===== config.mk =====
export PLATFORM = sky130hd
export DESIGN_NAME = ops_top
export DESIGN_NICKNAME = d
export VERILOG_FILES = /design/src/rtl/ops_end.sv /design/src/rtl/ops_pkg.sv /design/src/rtl/ops_pin_if.sv /design/src/rtl/ops_top.sv /design/src/rtl/ops_pin_sync.sv
export SDC_FILE = /design/constraint.sdc
export NUM_CORES = 1
export LEC_CHECK = 0
export CAP_MARGIN = 15
export CORE_ASPECT_RATIO = 1.2
export CORE_MARGIN = 2
export CORE_UTILIZATION = 50
export CTS_CLUSTER_DIAMETER = 40
export DETAILED_ROUTE_END_ITERATION = 10
export DONT_BUFFER_PORTS = 1
export GPL_TIMING_DRIVEN = 1
export PLACE_DENSITY = 0.65
export SKIP_CTS_REPAIR_TIMING = 1
export SLEW_MARGIN = 20
export SYNTH_ARGS = -nofsm -noshare
export SYNTH_HDL_FRONTEND = slang
export SYNTH_SLANG_ARGS = --single-unit

===== constraint.sdc =====
create_clock -name CLK -period 2.35 [get_ports CLK]
set_input_delay 0.5875 -clock CLK [delete_from_list [all_inputs] [get_ports CLK]]
set_output_delay 0.5875 -clock CLK [all_outputs]
set_load 0.1 [all_outputs]

===== src/rtl/ops_end.sv =====
// intentionally minimal: no further design content
`timescale 1ns/1ps
`default_nettype none
`default_nettype wire


===== src/rtl/ops_pkg.sv =====
// constants and types shared by the display power and reset core
package ops_pkg;

  // ----------------------------------------------------------------
  // register offsets (byte addresses on the plain register port)
  // ----------------------------------------------------------------
  localparam logic [3:0] ADDR_CTRL     = 4'h0;
  localparam logic [3:0] ADDR_START    = 4'h1;
  localparam logic [3:0] ADDR_COLUMN   = 4'h2;
  localparam logic [3:0] ADDR_CONTRAST = 4'h3;
  localparam logic [3:0] ADDR_DATA     = 4'h4;
  localparam logic [3:0] ADDR_STATUS   = 4'h5;

  // ----------------------------------------------------------------
  // field positions
  // ----------------------------------------------------------------
  localparam int CTRL_ON_BIT      = 0;
  localparam int CTRL_SCANREV_BIT = 1;
  localparam int CTRL_SEGREMAP_BIT = 2;
  localparam int STAT_RESET_BIT   = 0;
  localparam int STAT_LOGIC_BIT   = 1;
  localparam int STAT_IO_BIT      = 2;
  localparam int STAT_ON_BIT      = 3;
  localparam int STAT_MODE_BIT    = 4;

  // ----------------------------------------------------------------
  // values after reset
  // ----------------------------------------------------------------
  localparam logic [7:0] RST_CONTRAST = 8'h7f;
  localparam logic       RST_SCANREV  = 1'h0;
  localparam logic       RST_SEGREMAP = 1'h0;
  localparam logic       RST_MODE_480 = 1'h1;
  localparam logic [7:0] RST_RDATA    = 8'h00;

  // ----------------------------------------------------------------
  // counts
  // ----------------------------------------------------------------
  localparam int SYNC_STAGES = 2;
  localparam int PIN_COUNT   = 3;

  // ----------------------------------------------------------------
  // display state
  // ----------------------------------------------------------------
  typedef enum logic [2:0] {
    ST_HOLD = 3'b001,
    ST_OFF  = 3'b010,
    ST_ON   = 3'b100
  } ops_state_t;

endpackage


===== src/rtl/ops_pin_if.sv =====
// synchronised pin levels passed from the pin synchroniser to the core
`timescale 1ns/1ps
`default_nettype none
interface ops_pin_if;
  logic init_ok;
  logic logic_ok;
  logic io_ok;
  modport sync (output init_ok, output logic_ok, output io_ok);
  modport core (input init_ok, input logic_ok, input io_ok);
endinterface
`default_nettype wire


===== src/rtl/ops_top.sv =====
// display driver core: hardware reset state, display state and register port
//
// Operation
// - reset input low clears state, display off
// - reset selects 480x128 mode, normal mapping
// - reset sets start line to zero
// - reset clears column address counter
// - reset selects normal common scan direction
// - reset loads contrast with 7fh
`timescale 1ns/1ps
`default_nettype none
module ops_top #(
  parameter int COLS  = 480,
  parameter int ROWS  = 128,
  parameter int COL_W = $clog2(COLS),
  parameter int ROW_W = $clog2(ROWS)
) (
  // clock and reset
  input  wire logic             CLK,
  input  wire logic             RST,
  // pins from the host
  input  wire logic             INIT_IN_N,
  input  wire logic             LOGIC_SUPPLY,
  input  wire logic             IO_SUPPLY,
  // register port
  input  wire logic [3:0]       ADDR,
  input  wire logic [7:0]       WDATA,
  input  wire logic             WR,
  input  wire logic             RD,
  output logic      [7:0]       RDATA,
  // display state
  output logic                  DISP_ON,
  output logic                  MODE_480,
  output logic                  SEG_REMAP,
  output logic                  SCAN_REV,
  output logic      [ROW_W-1:0] START_LINE,
  output logic      [COL_W-1:0] COLUMN,
  output logic      [7:0]       CONTRAST,
  output logic                  IN_RESET
);

  localparam logic [COL_W-1:0] COL_LAST = COL_W'(COLS - 1);
  localparam logic [COL_W-1:0] COL_ZERO = '0;
  localparam logic [ROW_W-1:0] ROW_ZERO = '0;

  // ----------------------------------------------------------------
  // pin synchroniser
  // ----------------------------------------------------------------
  ops_pin_if pins ();

  ops_pin_sync u_sync (
    .CLK          (CLK),
    .RST          (RST),
    .init_in_n    (INIT_IN_N),
    .logic_supply (LOGIC_SUPPLY),
    .io_supply    (IO_SUPPLY),
    .pins         (pins)
  );

  function automatic logic hit(input logic [3:0] a, input logic [3:0] off);
    hit = (a == off);
  endfunction

  // internal reset: the synchronised reset pin acts like the system reset on all display state; RDATA is cleared by RST only
  logic hold;
  logic wr_ok;
  assign hold  = RST || !pins.init_ok;
  assign wr_ok = WR && !hold;

  // ----------------------------------------------------------------
  // display state
  // ----------------------------------------------------------------
  ops_pkg::ops_state_t state;
  ops_pkg::ops_state_t next_state;

  always_comb begin
    next_state = state;
    case (state)
      ops_pkg::ST_HOLD: begin
        next_state = ops_pkg::ST_OFF;
      end
      ops_pkg::ST_OFF: begin
        if (wr_ok && hit(ADDR, ops_pkg::ADDR_CTRL) && WDATA[ops_pkg::CTRL_ON_BIT]) begin
          next_state = ops_pkg::ST_ON;
        end
      end
      ops_pkg::ST_ON: begin
        if (wr_ok && hit(ADDR, ops_pkg::ADDR_CTRL) && !WDATA[ops_pkg::CTRL_ON_BIT]) begin
          next_state = ops_pkg::ST_OFF;
        end
      end
      default: begin
        next_state = ops_pkg::ST_HOLD;
      end
    endcase
  end

  always_ff @(posedge CLK) begin
    if (hold) begin
      state <= ops_pkg::ST_HOLD;
    end else begin
      state <= next_state;
    end
  end

  // display output is off whenever the state is not on, so also in reset
  assign DISP_ON  = (state == ops_pkg::ST_ON);
  assign IN_RESET = (state == ops_pkg::ST_HOLD);

  // ----------------------------------------------------------------
  // mapping and scan direction
  // ----------------------------------------------------------------
  always_ff @(posedge CLK) begin
    if (hold) begin
      SEG_REMAP <= ops_pkg::RST_SEGREMAP;
      SCAN_REV  <= ops_pkg::RST_SCANREV;
    end else if (wr_ok && hit(ADDR, ops_pkg::ADDR_CTRL)) begin
      SEG_REMAP <= WDATA[ops_pkg::CTRL_SEGREMAP_BIT];
      SCAN_REV  <= WDATA[ops_pkg::CTRL_SCANREV_BIT];
    end
  end

  // only one display mode is offered; it is fixed by reset
  always_ff @(posedge CLK) begin
    if (hold) begin
      MODE_480 <= ops_pkg::RST_MODE_480;
    end
  end

  // ----------------------------------------------------------------
  // start line
  // ----------------------------------------------------------------
  always_ff @(posedge CLK) begin
    if (hold) begin
      START_LINE <= ROW_ZERO;
    end else if (wr_ok && hit(ADDR, ops_pkg::ADDR_START)) begin
      START_LINE <= WDATA[ROW_W-1:0];
    end
  end

  // ----------------------------------------------------------------
  // column address counter: loaded directly, stepped by each data write
  // an out-of-range load is ignored rather than clipped, so software
  // sees the old column on read back and can detect the slip
  // ----------------------------------------------------------------
  logic [COL_W-1:0] col_load;
  assign col_load = COL_W'(WDATA);

  always_ff @(posedge CLK) begin
    if (hold) begin
      COLUMN <= COL_ZERO;
    end else if (wr_ok && hit(ADDR, ops_pkg::ADDR_COLUMN)) begin
      if (col_load <= COL_LAST) begin
        COLUMN <= col_load;
      end
    end else if (wr_ok && hit(ADDR, ops_pkg::ADDR_DATA)) begin
      if (COLUMN == COL_LAST) begin
        COLUMN <= COL_ZERO;
      end else begin
        COLUMN <= COLUMN + COL_W'(1);
      end
    end
  end

  // ----------------------------------------------------------------
  // contrast
  // ----------------------------------------------------------------
  always_ff @(posedge CLK) begin
    if (hold) begin
      CONTRAST <= ops_pkg::RST_CONTRAST;
    end else if (wr_ok && hit(ADDR, ops_pkg::ADDR_CONTRAST)) begin
      CONTRAST <= WDATA;
    end
  end

  // ----------------------------------------------------------------
  // read back; status stays readable while the reset pin holds the device in reset, but RDATA reads zero during RST
  // ----------------------------------------------------------------
  logic [7:0] next_rdata;

  always_comb begin
    next_rdata = 8'h00;
    if (hit(ADDR, ops_pkg::ADDR_CTRL)) begin
      next_rdata[ops_pkg::CTRL_ON_BIT]       = DISP_ON;
      next_rdata[ops_pkg::CTRL_SCANREV_BIT]  = SCAN_REV;
      next_rdata[ops_pkg::CTRL_SEGREMAP_BIT] = SEG_REMAP;
    end else if (hit(ADDR, ops_pkg::ADDR_START)) begin
      next_rdata = 8'(START_LINE);
    end else if (hit(ADDR, ops_pkg::ADDR_COLUMN)) begin
      next_rdata = COLUMN[7:0];
    end else if (hit(ADDR, ops_pkg::ADDR_CONTRAST)) begin
      next_rdata = CONTRAST;
    end else if (hit(ADDR, ops_pkg::ADDR_STATUS)) begin
      next_rdata[ops_pkg::STAT_RESET_BIT] = IN_RESET;
      next_rdata[ops_pkg::STAT_LOGIC_BIT] = pins.logic_ok;
      next_rdata[ops_pkg::STAT_IO_BIT]    = pins.io_ok;
      next_rdata[ops_pkg::STAT_ON_BIT]    = DISP_ON;
      next_rdata[ops_pkg::STAT_MODE_BIT]  = MODE_480;
    end
  end

  // read data stand for the one cycle after the strobe and read zero otherwise
  always_ff @(posedge CLK) begin
    if (RST) begin
      RDATA <= ops_pkg::RST_RDATA;
    end else if (RD) begin
      RDATA <= next_rdata;
    end else begin
      RDATA <= ops_pkg::RST_RDATA;
    end
  end

endmodule
`default_nettype wire


===== src/rtl/ops_pin_sync.sv =====
// two-stage synchroniser for the reset and supply-good pins
`timescale 1ns/1ps
`default_nettype none
module ops_pin_sync (
  // clock and reset
  input  wire logic CLK,
  input  wire logic RST,
  // raw pins
  input  wire logic init_in_n,
  input  wire logic logic_supply,
  input  wire logic io_supply,
  // synchronised levels
  ops_pin_if.sync   pins
);

  logic [ops_pkg::PIN_COUNT-1:0] raw;
  logic [ops_pkg::PIN_COUNT-1:0] meta;
  logic [ops_pkg::PIN_COUNT-1:0] stable;

  assign raw = {io_supply, logic_supply, init_in_n};

  // ----------------------------------------------------------------
  // one pair of flops per pin; resetting to 0 keeps the core in reset
  // until the pin has really been seen high
  // ----------------------------------------------------------------
  genvar g;
  generate
    for (g = 0; g < ops_pkg::PIN_COUNT; g++) begin : g_sync
      always_ff @(posedge CLK) begin
        if (RST) begin
          meta[g]   <= 1'b0;
          stable[g] <= 1'b0;
        end else begin
          meta[g]   <= raw[g];
          stable[g] <= meta[g];
        end
      end
    end
  endgenerate

  assign pins.init_ok  = stable[0];
  assign pins.logic_ok = stable[1];
  assign pins.io_ok    = stable[2];

endmodule
`default_nettype wire


# Yosys cells after proc, flatten, opt, wreduce, memory -nomap -nowiden
# Cells that the tools add are included.
classes:
  n_lt_le_gt_ge: 1
  mux: 13
  bitwise: 1
  eq_ne: 12
  reduce_logical: 19
  addsub: 1
ops:
  columns: ["cell", "n"]
  rows:
  - ["$mux 9", 4]
  - ["$mux 3", 4]
  - ["$mux 5", 2]
  - ["$add 9x1->9 const B", 1]
  - ["$eq 9x9->1 const B", 1]
  - ["$le 8x9->1 const B", 1]
  - ["$pmux 3 s3", 1]
  - ["$eq 4x2->1 const B", 2]
  - ["$eq 4x3->1 const B", 2]
  - ["$logic_and 1x1->1", 8]
  - ["$mux 8", 1]
  - ["$mux 7", 1]
  - ["$eq 4x1->1 const B", 1]
  - ["$logic_not 4->1", 1]
  - ["$ne 2x1->1 const B", 2]
  - ["$reduce_and 2->1", 2]
  - ["$reduce_or 4->1", 1]
  - ["$eq 3x1->1 const B", 1]
  - ["$eq 3x2->1 const B", 1]
  - ["$eq 3x3->1 const B", 1]
  - ["$logic_not 1->1", 3]
  - ["$reduce_or 3->1", 1]
  - ["$ne 2x2->1 const B", 1]
  - ["$reduce_bool 2->1", 1]
  - ["3 further kinds", 3]
word_totals:
  word_cells: 62
  input_bits: 19
  output_inout_bits: 37
  reg_bits: 43

# Logic depth before layout (Yosys ltp)
# Gate-level depths: netlist of the first run.
depth:
  word_depth: 8
  mapped_depth: 7
  mapped_depth_nobuf: 5

# Hierarchy
# Synthesis of the first run repeated with hierarchy kept, for this count alone.
unflattened:
  hier_cells: 241
  area_unflattened_um2: 2060.7
by_module_without_submodules:
  columns: ["mod", "n_inst", "area_per_inst_um2", "seq_area_each_um2", "cells_per_inst"]
  rows:
  - ["ops_top", 1, 1903.1, 740.7, 229]
  - ["ops_pin_sync", 1, 157.7, 120.1, 12]

# Worst setup path after synthesis of the first run
# OpenSTA, ideal clock, no wires.
synth_path:
  path_kind: "reg-to-output"
  from: "register state[0]"
  to: "output port IN_RESET"
  required_ns: 1.762
  slack_ns: -1.122
  arrival_ns: 2.885
  stages_incl_launch_ff: 3
  path_buffers: 1
  path_cell_list: "dfxtp_1 clkbuf_1 nor3b_1"
synth_via:
  elab_chain_len: 1
synth_lines:
  columns: ["element", "line_no", "rtl"]
  rows:
  - ["start: declaration", "ops_top.sv:73", "ops_pkg::ops_state_t state;"]
  - ["start signal: assignment", "ops_top.sv:100", "state <= ops_pkg::ST_HOLD;"]
  - ["start signal: assignment", "ops_top.sv:102", "state <= next_state;"]
  - ["$eq 3x1->1", "ops_top.sv:108", "assign IN_RESET = (state == ops_pkg::ST_HOLD);"]
  - ["end: declaration", "ops_top.sv:39", "output logic IN_RESET"]
# No other way between the ends.

# Final worst setup path of the first run
# Same ends and word-level chain as after synthesis.

==> results of run 1 <==
worst register-to-register path: cells and delay by family (launching register included):
family | cells | cell delay [ns]
AO/OA/AOI/OAI | 1 | 0.06
AND/OR/NAND/NOR | 3 | 1.30
flip-flops | 1 | 0.35
power breakdown:
| group | switching (mW) | internal [mW] | leakage, nW | total (mW) |
|---|---|---|---|---|
| Combinational | 0.0617 | 0.0333 | 0.563 | 0.0950 |
| Clock | 0.263 | 0.240 | 0.0474 | 0.503 |
| Sequential | 0.00396 | 0.736 | 0.348 | 0.740 |
| Total | 0.328 | 1.01 | 0.959 | 1.34 |
kinds of logic (layout without fill, tap and decap cells):
kind of cell / count (synthesis) / after routing / share of synthesized area, %
other: 1 / 1 / 0.182
buffers and inverters: 28 / 59 / 6.27
muxes: 11 / 11 / 5.54
DFF: 43 / 43 / 41.8
and+or+nand+nor: 99 / 99 / 26.0
xor gates and xnor gates: 2 / 2 / 0.852
AOI/OAI and AO/OA: 59 / 59 / 18.7
adders and majority gates: 1 / 1 / 0.608
routing by layer:
metal	track usage [%]	share of wire, %	vias up
li1	-	-	938
met1	29.5	44	860
met4	6.91	1.1	0
met5	0	0	-
met2	38.9	47	59
met3	6.96	7.6	5
cell usage in the layout, fill, tap and decap left out, drive strengths merged, types with 4 or more instances in the layout:
cell type	instances
dfxtp	43
buf	41
nor2	30
o21ai	19
nor2b	12
nand3	12
inv	10
a21oi	10
mux2i	8
nand2b	7
nand2	7
a22oi	6
clkbuf	6
nor4	5
o22ai	4
nor3	4
a31oi	4
flip-flops by register name, summed over array words and instances (netlist names):
signal	count
RDATA	8
SCAN_REV	1
START_LINE	7
CONTRAST	8
state	3
u_sync.meta	3
COLUMN	9
u_sync.pins.logic_ok	1
u_sync.pins.init_ok	1
u_sync.pins.io_ok	1
SEG_REMAP	1
worst paths after layout:
path	start	end	slack [ns]
max	state[0]$_SDFFE_PP1P_	IN_RESET	0.30
min	RST	u_sync.meta[1]$_SDFF_PP0_	0.34
max reg2reg	u_sync.pins.init_ok$_SDFF_PP0_	CONTRAST[3]$_SDFFE_PP1P_	0.52
min reg2reg	u_sync.meta[1]$_SDFF_PP0_	u_sync.pins.logic_ok$_SDFF_PP0_	0.44
through the flow:
stage | cells | hold WS, ns
5_1_grt | 329 | 0.331
2_1_floorplan | 244 | 0.414
3_3_place_gp | 321 | 0.418
4_1_cts | 329 | 0.340
3_5_place_dp | 321 | 0.425
6_report | 329 | 0.344
layout make-up:
cell class	instances	area [um2]
clock buffers	6	82.6
clock inverters	2	16.3
fillers	396	1490
inverters	10	37.5
multi-input cells	173	1080
flip-flops and latches	43	861
well taps	54	67.6
repair buffers	41	308
==> impl_metrics.xml, run 1 <==
<?xml version="1.0" encoding="UTF-8"?>
<metrics>
  <group name="run_status">
    <metric name="outcome" unit="">finished clean</metric>
  </group>
  <group name="global_routing">
    <metric name="grt_first_pass_wirelength" unit="um">8470</metric>
    <metric name="largest_net_degree_at_the_start_of_global_routing" unit="">28</metric>
    <metric name="grt_overflow_total" unit="">0</metric>
    <metric name="grt_util_all_layers" unit="%">23.3</metric>
    <metric name="vias_in_the_first_global_route" unit="">1730</metric>
    <metric name="grt_antenna_before_repair" unit="">0</metric>
  </group>
  <group name="floorplanning">
    <metric name="chipHeight" unit="um">74.3</metric>
    <metric name="die_width" unit="um">62.6</metric>
    <metric name="start_util" unit="%">52.2</metric>
    <metric name="fp-row-count" unit="">25</metric>
    <metric name="floorplan.io_pins" unit="">56</metric>
    <metric name="die_area" unit="um2">4640</metric>
    <metric name="core-area" unit="um2">3940</metric>
  </group>
  <group name="yosys">
    <metric name="synthesis.nets" unit="">264</metric>
    <metric name="synthesis.area" unit="um2">2060</metric>
    <metric name="synth-edff-count" unit="">0</metric>
    <metric name="synthDistinctLibCells" unit="">50</metric>
    <metric name="predominant_post_synthesis_flop_cell" unit="">sky130_fd_sc_hd__dfxtp_1</metric>
    <metric name="leading_area_contributor_after_synthesis" unit="">sky130_fd_sc_hd__dfxtp_1</metric>
    <metric name="synth_top_area_share" unit="%">41.8</metric>
    <metric name="synth_commonest_cells" unit="">sky130_fd_sc_hd__dfxtp_1, sky130_fd_sc_hd__nor2_1, sky130_fd_sc_hd__o21ai_0</metric>
    <metric name="ys_seq_area_share" unit="%">41.8</metric>
    <metric name="post_synth.cell_area_avg" unit="um2">8.43</metric>
    <metric name="post-synth-top-count-cell" unit="">sky130_fd_sc_hd__dfxtp_1</metric>
    <metric name="synth_seq_cells" unit="">43</metric>
    <metric name="yosys_warnings" unit="">0</metric>
    <metric name="postSynth.asyncResetShare" unit="%">0</metric>
    <metric name="syn-instance-count" unit="">244</metric>
    <metric name="yosys-top-cells-area" unit="">sky130_fd_sc_hd__dfxtp_1, sky130_fd_sc_hd__nor2_1, sky130_fd_sc_hd__o21ai_0</metric>
  </group>
  <group name="finish">
    <metric name="design_area" unit="um2">2450</metric>
    <metric name="syn_to_final_growth" unit="%">19.3</metric>
    <metric name="nets" unit="">294</metric>
    <metric name="layout-drive-gt1-share" unit="%">20.7</metric>
    <metric name="utilization" unit="%">62.3</metric>
    <metric name="antennaDiodeCount" unit="">0</metric>
  </group>
  <group name="critical_path">
    <metric name="cp_max_fo" unit="">8</metric>
    <metric name="worst-path-buf-inv" unit="">1</metric>
    <metric name="cell_at_the_slowest_stage_of_the_critical_path" unit="">sky130_fd_sc_hd__dfxtp_1</metric>
    <metric name="slowest_delay" unit="ns">0.49</metric>
    <metric name="critical_path.cell_chain" unit="">nor3b_4 -&gt; buf_4</metric>
    <metric name="critical_path.startpoint_type" unit="">flip-flop</metric>
    <metric name="critPathKind" unit="">reg -&gt; out</metric>
    <metric name="timing.critical_path.required" unit="ns">1.76</metric>
    <metric name="worst_path_dominant_cell_family" unit="">flip-flops</metric>
    <metric name="crit_path_end_kind" unit="">primary output</metric>
    <metric name="arrival_time_at_the_worst_endpoint" unit="ns">1.47</metric>
    <metric name="critical_path_cell_count" unit="">2</metric>
    <metric name="r2r.worst_path.cells" unit="">4</metric>
  </group>
  <group name="clock_tree">
    <metric name="maximum_count_of_clock_buffers_along_a_single_path" unit="">2</metric>
    <metric name="cts-root-buf" unit="">sky130_fd_sc_hd__clkbuf_8</metric>
    <metric name="clock_latency_of_the_later_clocked_register_in_the_worst_skew_pair" unit="ns">0.30</metric>
    <metric name="clock_tree.htree_level_count" unit="">2</metric>
    <metric name="cts-buffers-inserted" unit="">5</metric>
    <metric name="cts_num_sinks" unit="">43</metric>
    <metric name="cts_clk_pin_slew_worst_paths" unit="ns">0.08</metric>
    <metric name="tritoncts_clock_tree" unit="">built</metric>
  </group>
  <group name="timing">
    <metric name="setup_total_negative_slack" unit="ns">0</metric>
    <metric name="layout_worst_path_cycle_share" unit="%">87.4</metric>
    <metric name="rsz0062_at_grt" unit="">no</metric>
    <metric name="final_critical_path_setup_slack" unit="ns">0.297</metric>
    <metric name="crit_path_time_final" unit="ns">2.05</metric>
    <metric name="max_slew.worst_pin.slew" unit="ns">0.674</metric>
    <metric name="fmaxAchievable" unit="MHz">487</metric>
    <metric name="report.final.hold_viol_count" unit="">0</metric>
    <metric name="setup_viol_count_final" unit="">0</metric>
    <metric name="maxSlewViolCount" unit="">0</metric>
    <metric name="final.setup_skew" unit="ns">0.00703</metric>
    <metric name="max-slew-margin-rel" unit="%">55.0</metric>
  </group>
  <group name="route">
    <metric name="drt-vias-per-instance" unit="">5.66</metric>
    <metric name="routed_wl" unit="um">5220</metric>
    <metric name="post_drt_antenna_nets" unit="">0</metric>
    <metric name="via_count" unit="">1862</metric>
    <metric name="count_of_unresolved_drc_violations_after_routing" unit="">0</metric>
    <metric name="routedWlPerCell" unit="um">15.9</metric>
    <metric name="drt_iter0_drc" unit="">155</metric>
    <metric name="first_pass_iters" unit="">4</metric>
  </group>
  <group name="worst_hold_path">
    <metric name="timing.hold.worst_path_depth" unit="">1</metric>
    <metric name="worst_hold_path_type" unit="">in -&gt; reg</metric>
  </group>
  <group name="power_and_ir_drop">
    <metric name="total_leakage_power" unit="nW">0.959</metric>
    <metric name="power_density" unit="nW/um2">545</metric>
    <metric name="vdd_ir_drop_max" unit="uV">465</metric>
    <metric name="total_power" unit="mW">1.34</metric>
  </group>
  <group name="placement">
    <metric name="gpl.final_weighted_congestion" unit="">0.893</metric>
    <metric name="post_dp_cell_area" unit="um2">2350</metric>
    <metric name="place_worst_setup_slack" unit="ns">0.258</metric>
    <metric name="port-buffer-count" unit="">0</metric>
    <metric name="hpwlAfterDp" unit="um">3860</metric>
  </group>
  <group name="flow_run">
    <metric name="timing.max_cap.violations" unit="">0</metric>
  </group>
</metrics>
No activity file was read; power rests on OpenSTA's default activity.
==> inputs of run 2 (changes only) <==
--- a/config.mk
+++ b/config.mk
@@ -5,15 +5,16 @@
 export SDC_FILE = /design/constraint.sdc
 export NUM_CORES = 1
 export LEC_CHECK = 0
+export ABC_AREA = 1
 export CAP_MARGIN = 15
 export CORE_ASPECT_RATIO = 1.2
 export CORE_MARGIN = 2
-export CORE_UTILIZATION = 50
+export CORE_UTILIZATION = 45
 export CTS_CLUSTER_DIAMETER = 40
 export DETAILED_ROUTE_END_ITERATION = 10
 export DONT_BUFFER_PORTS = 1
 export GPL_TIMING_DRIVEN = 1
-export PLACE_DENSITY = 0.65
+export PLACE_DENSITY = 0.6
 export SKIP_CTS_REPAIR_TIMING = 1
 export SLEW_MARGIN = 20
 export SYNTH_ARGS = -nofsm -noshare
==> run 2 against run 1 <==
Cell area rose by 1.9%. Synthesized cell count rose by 22%. Register-to-register slack better by 0.07 ns. Clock skew is 0.0022 ns lower. Utilization down 7.4 points. Via count up 2.2%.
==> impl_metrics.xml, run 2 <==
<?xml version="1.0" encoding="UTF-8"?>
<metrics>
  <group name="timing">
    <metric name="max-slew-margin-rel" unit="%">42.9</metric>
    <metric name="max_slew.worst_pin.slew" unit="ns">0.855</metric>
    <metric name="setup_viol_count_final" unit="">0</metric>
    <metric name="rsz0062_at_grt" unit="">no</metric>
    <metric name="maxSlewViolCount" unit="">0</metric>
    <metric name="setup_total_negative_slack" unit="ns">0</metric>
    <metric name="layout_worst_path_cycle_share" unit="%">90.4</metric>
    <metric name="final.setup_skew" unit="ns">0.00486</metric>
    <metric name="final_critical_path_setup_slack" unit="ns">0.227</metric>
    <metric name="report.final.hold_viol_count" unit="">0</metric>
    <metric name="crit_path_time_final" unit="ns">2.12</metric>
    <metric name="fmaxAchievable" unit="MHz">471</metric>
  </group>
  <group name="route">
    <metric name="drt_iter0_drc" unit="">146</metric>
    <metric name="routedWlPerCell" unit="um">13.1</metric>
    <metric name="drt-vias-per-instance" unit="">4.85</metric>
    <metric name="routed_wl" unit="um">5130</metric>
    <metric name="count_of_unresolved_drc_violations_after_routing" unit="">0</metric>
    <metric name="via_count" unit="">1903</metric>
    <metric name="post_drt_antenna_nets" unit="">0</metric>
    <metric name="first_pass_iters" unit="">4</metric>
  </group>
  <group name="critical_path">
    <metric name="critical_path.startpoint_type" unit="">flip-flop</metric>
    <metric name="crit_top_cell" unit="">sky130_fd_sc_hd__inv_1</metric>
    <metric name="r2r_slack" unit="ns">0.59</metric>
    <metric name="cell_at_the_slowest_stage_of_the_critical_path" unit="">sky130_fd_sc_hd__inv_1</metric>
    <metric name="critPathKind" unit="">reg -&gt; out</metric>
    <metric name="cp_max_fo" unit="">4</metric>
    <metric name="crit_path_end_kind" unit="">primary output</metric>
    <metric name="arrival_time_at_the_worst_endpoint" unit="ns">1.54</metric>
    <metric name="r2r.worst_path.cells" unit="">6</metric>
    <metric name="crit_path_start" unit="">state[0]$_SDFFE_PP1P_</metric>
    <metric name="reg_to_reg_critical_path_startpoint" unit="">state[1]$_SDFFE_PP0P_</metric>
    <metric name="slowest_delay" unit="ns">0.67</metric>
    <metric name="timing.critical_path.to" unit="">DISP_ON</metric>
    <metric name="reg2reg_to" unit="">state[1]$_SDFFE_PP0P_</metric>
    <metric name="timing.critical_path.required" unit="ns">1.76</metric>
    <metric name="critical_path.cell_chain" unit="">inv_1 -&gt; nand3_1 -&gt; inv_1</metric>
  </group>
  <group name="power_and_ir_drop">
    <metric name="power.switching" unit="mW">0.316</metric>
    <metric name="seq_power_share" unit="%">57.9</metric>
    <metric name="total_leakage_power" unit="nW">1.10</metric>
    <metric name="vdd_ir_drop_max" unit="uV">326</metric>
    <metric name="p_clk_share" unit="%">35.1</metric>
    <metric name="switching_share" unit="%">24.8</metric>
    <metric name="power.combinational.fraction" unit="%">7.0</metric>
    <metric name="cellInternalPower" unit="mW">0.959</metric>
    <metric name="power_density" unit="nW/um2">510</metric>
  </group>
  <group name="global_routing">
    <metric name="grt_util_all_layers" unit="%">20.1</metric>
    <metric name="grt_overflow_total" unit="">0</metric>
    <metric name="vias_in_the_first_global_route" unit="">1749</metric>
    <metric name="largest_net_degree_at_the_start_of_global_routing" unit="">20</metric>
    <metric name="grt_first_pass_wirelength" unit="um">8140</metric>
    <metric name="grt_antenna_before_repair" unit="">0</metric>
  </group>
  <group name="placement">
    <metric name="post_dp_cell_area" unit="um2">2420</metric>
    <metric name="gpl.final_weighted_congestion" unit="">0.838</metric>
    <metric name="hpwlAfterDp" unit="um">3900</metric>
    <metric name="dp_cells" unit="">384</metric>
    <metric name="place_worst_setup_slack" unit="ns">0.508</metric>
    <metric name="port-buffer-count" unit="">0</metric>
  </group>
  <group name="run_status">
    <metric name="outcome" unit="">finished clean</metric>
  </group>
  <group name="finish">
    <metric name="syn_to_final_growth" unit="%">18.2</metric>
    <metric name="nets" unit="">353</metric>
    <metric name="most-common-layout-cells" unit="">sky130_fd_sc_hd__nand2_1, sky130_fd_sc_hd__nor2_1, sky130_fd_sc_hd__dfxtp_1, sky130_fd_sc_hd__inv_1, sky130_fd_sc_hd__buf_4</metric>
    <metric name="largestRegisters" unit="">COLUMN x9, CONTRAST x8, RDATA x8</metric>
    <metric name="design_area" unit="um2">2500</metric>
    <metric name="layout.cells.non_filler" unit="">392</metric>
    <metric name="mostFrequentLayoutCell" unit="">sky130_fd_sc_hd__nand2_1</metric>
    <metric name="largest_register_ffs" unit="">9</metric>
    <metric name="layout-drive-gt1-share" unit="%">20.4</metric>
    <metric name="max_flop_register" unit="">COLUMN</metric>
    <metric name="antennaDiodeCount" unit="">0</metric>
  </group>
  <group name="yosys">
    <metric name="synthesis.nets" unit="">317</metric>
    <metric name="synthDistinctLibCells" unit="">35</metric>
    <metric name="synth_seq_cells" unit="">43</metric>
    <metric name="post_synth.cell_area_avg" unit="um2">7.12</metric>
    <metric name="synth_commonest_cells" unit="">sky130_fd_sc_hd__nand2_1, sky130_fd_sc_hd__nor2_1, sky130_fd_sc_hd__dfxtp_1</metric>
    <metric name="post-synth-top-count-cell" unit="">sky130_fd_sc_hd__nand2_1</metric>
    <metric name="postSynth.asyncResetShare" unit="%">0</metric>
    <metric name="syn-instance-count" unit="">297</metric>
    <metric name="synth_top_area_share" unit="%">40.7</metric>
    <metric name="predominant_post_synthesis_flop_cell" unit="">sky130_fd_sc_hd__dfxtp_1</metric>
    <metric name="ys_seq_area_share" unit="%">40.7</metric>
    <metric name="synthesis.area" unit="um2">2120</metric>
    <metric name="synth-edff-count" unit="">0</metric>
    <metric name="yosys_warnings" unit="">0</metric>
    <metric name="leading_area_contributor_after_synthesis" unit="">sky130_fd_sc_hd__dfxtp_1</metric>
    <metric name="yosys-top-cells-area" unit="">sky130_fd_sc_hd__dfxtp_1, sky130_fd_sc_hd__nand2_1, sky130_fd_sc_hd__nor2_1</metric>
  </group>
  <group name="floorplanning">
    <metric name="chipHeight" unit="um">79.1</metric>
    <metric name="die_width" unit="um">66.6</metric>
    <metric name="die_area" unit="um2">5270</metric>
    <metric name="floorplan.io_pins" unit="">56</metric>
    <metric name="start_util" unit="%">46.4</metric>
    <metric name="core-area" unit="um2">4560</metric>
    <metric name="fp-row-count" unit="">27</metric>
  </group>
  <group name="clock_tree">
    <metric name="clock_latency_of_the_later_clocked_register_in_the_worst_skew_pair" unit="ns">0.29</metric>
    <metric name="maximum_count_of_clock_buffers_along_a_single_path" unit="">2</metric>
    <metric name="tritoncts_clock_tree" unit="">built</metric>
    <metric name="cts_clk_pin_slew_worst_paths" unit="ns">0.08</metric>
    <metric name="clock_tree.htree_level_count" unit="">2</metric>
    <metric name="cts_num_sinks" unit="">43</metric>
    <metric name="cts-buffers-inserted" unit="">5</metric>
    <metric name="cts-root-buf" unit="">sky130_fd_sc_hd__clkbuf_8</metric>
  </group>
  <group name="worst_hold_path">
    <metric name="worst_hold_path_type" unit="">in -&gt; reg</metric>
  </group>
  <group name="flow_run">
    <metric name="timing.max_cap.violations" unit="">0</metric>
  </group>
</metrics>
run 2: cell type report:
cell class,count,area [um2]
clock inverter,3,15.0
fill,478,2060
inverter,45,176
clock buffer,5,68.8
multi-input combinational,202,1040
tap,58,72.6
sequential,43,861
timing repair buffer,36,270
run 2: critical path, delay by kind of cell (launching register included):
family / cells / cell delay, ns
and+or+nand+nor: 1 / 0.16
buffers and inverters: 2 / 0.77
DFF: 1 / 0.31
run 2: routing by layer:
layer | GRT usage (%) | up-vias | part of all wire (%)
met4 | 4.29 | 0 | 0.70
met2 | 33.3 | 48 | 46
met5 | 0 | - | 0
met3 | 5.81 | 4 | 6.7
li1 | - | 1006 | -
met1 | 25.7 | 845 | 46
run 2: kinds of logic (layout without fill, tap and decap cells):
group / after synthesis / in the layout / share of synthesized area [%]
flip-flops: 43 / 43 / 40.7
XOR/XNOR: 1 / 1 / 0.414
AO/OA/AOI/OAI: 43 / 43 / 12.2
buffers and inverters: 52 / 89 / 10.9
adder cells (fa/ha/maj): 1 / 1 / 0.591
AND/OR/NAND/NOR: 156 / 156 / 35.1
other: 1 / 1 / 0.177
run 2: worst min-delay path by stage:
stage / from / endpoint / slack [ns] / depth (start not counted)
6_report: RST / u_sync.meta[2]$_SDFF_PP0_ / 0.36 / 1
5_1_grt: RST / u_sync.pins.init_ok$_SDFF_PP0_ / 0.34 / 1
4_1_cts: RST / u_sync.pins.init_ok$_SDFF_PP0_ / 0.35 / 1
3_5_place_dp: u_sync.meta[0]$_SDFF_PP0_ / u_sync.pins.init_ok$_SDFF_PP0_ / 0.40 / 2
3_3_place_gp: u_sync.meta[1]$_SDFF_PP0_ / u_sync.pins.logic_ok$_SDFF_PP0_ / 0.40 / 2
2_1_floorplan: u_sync.meta[0]$_SDFF_PP0_ / u_sync.pins.init_ok$_SDFF_PP0_ / 0.39 / 2
run 2: per-stage QoR:
stage / hold slack (ns) / power, mW / util, %
2_1_floorplan: 0.388 / 0.834 / -
3_3_place_gp: 0.396 / 0.844 / 53.0
3_5_place_dp: 0.398 / 0.845 / 53.0
4_1_cts: 0.349 / 1.29 / 54.8
5_1_grt: 0.341 / 1.34 / 54.8
6_report: 0.357 / 1.28 / 54.8
run 2: power by group through the flow:
stage / Sequential, mW / Clock, mW / Combinational [mW]
5_1_grt: 0.739 / 0.503 / 0.0960
4_1_cts: 0.738 / 0.467 / 0.0894
3_3_place_gp: 0.756 / 0 / 0.0888
6_report: 0.738 / 0.448 / 0.0893
3_5_place_dp: 0.756 / 0 / 0.0892
2_1_floorplan: 0.770 / 0 / 0.0632
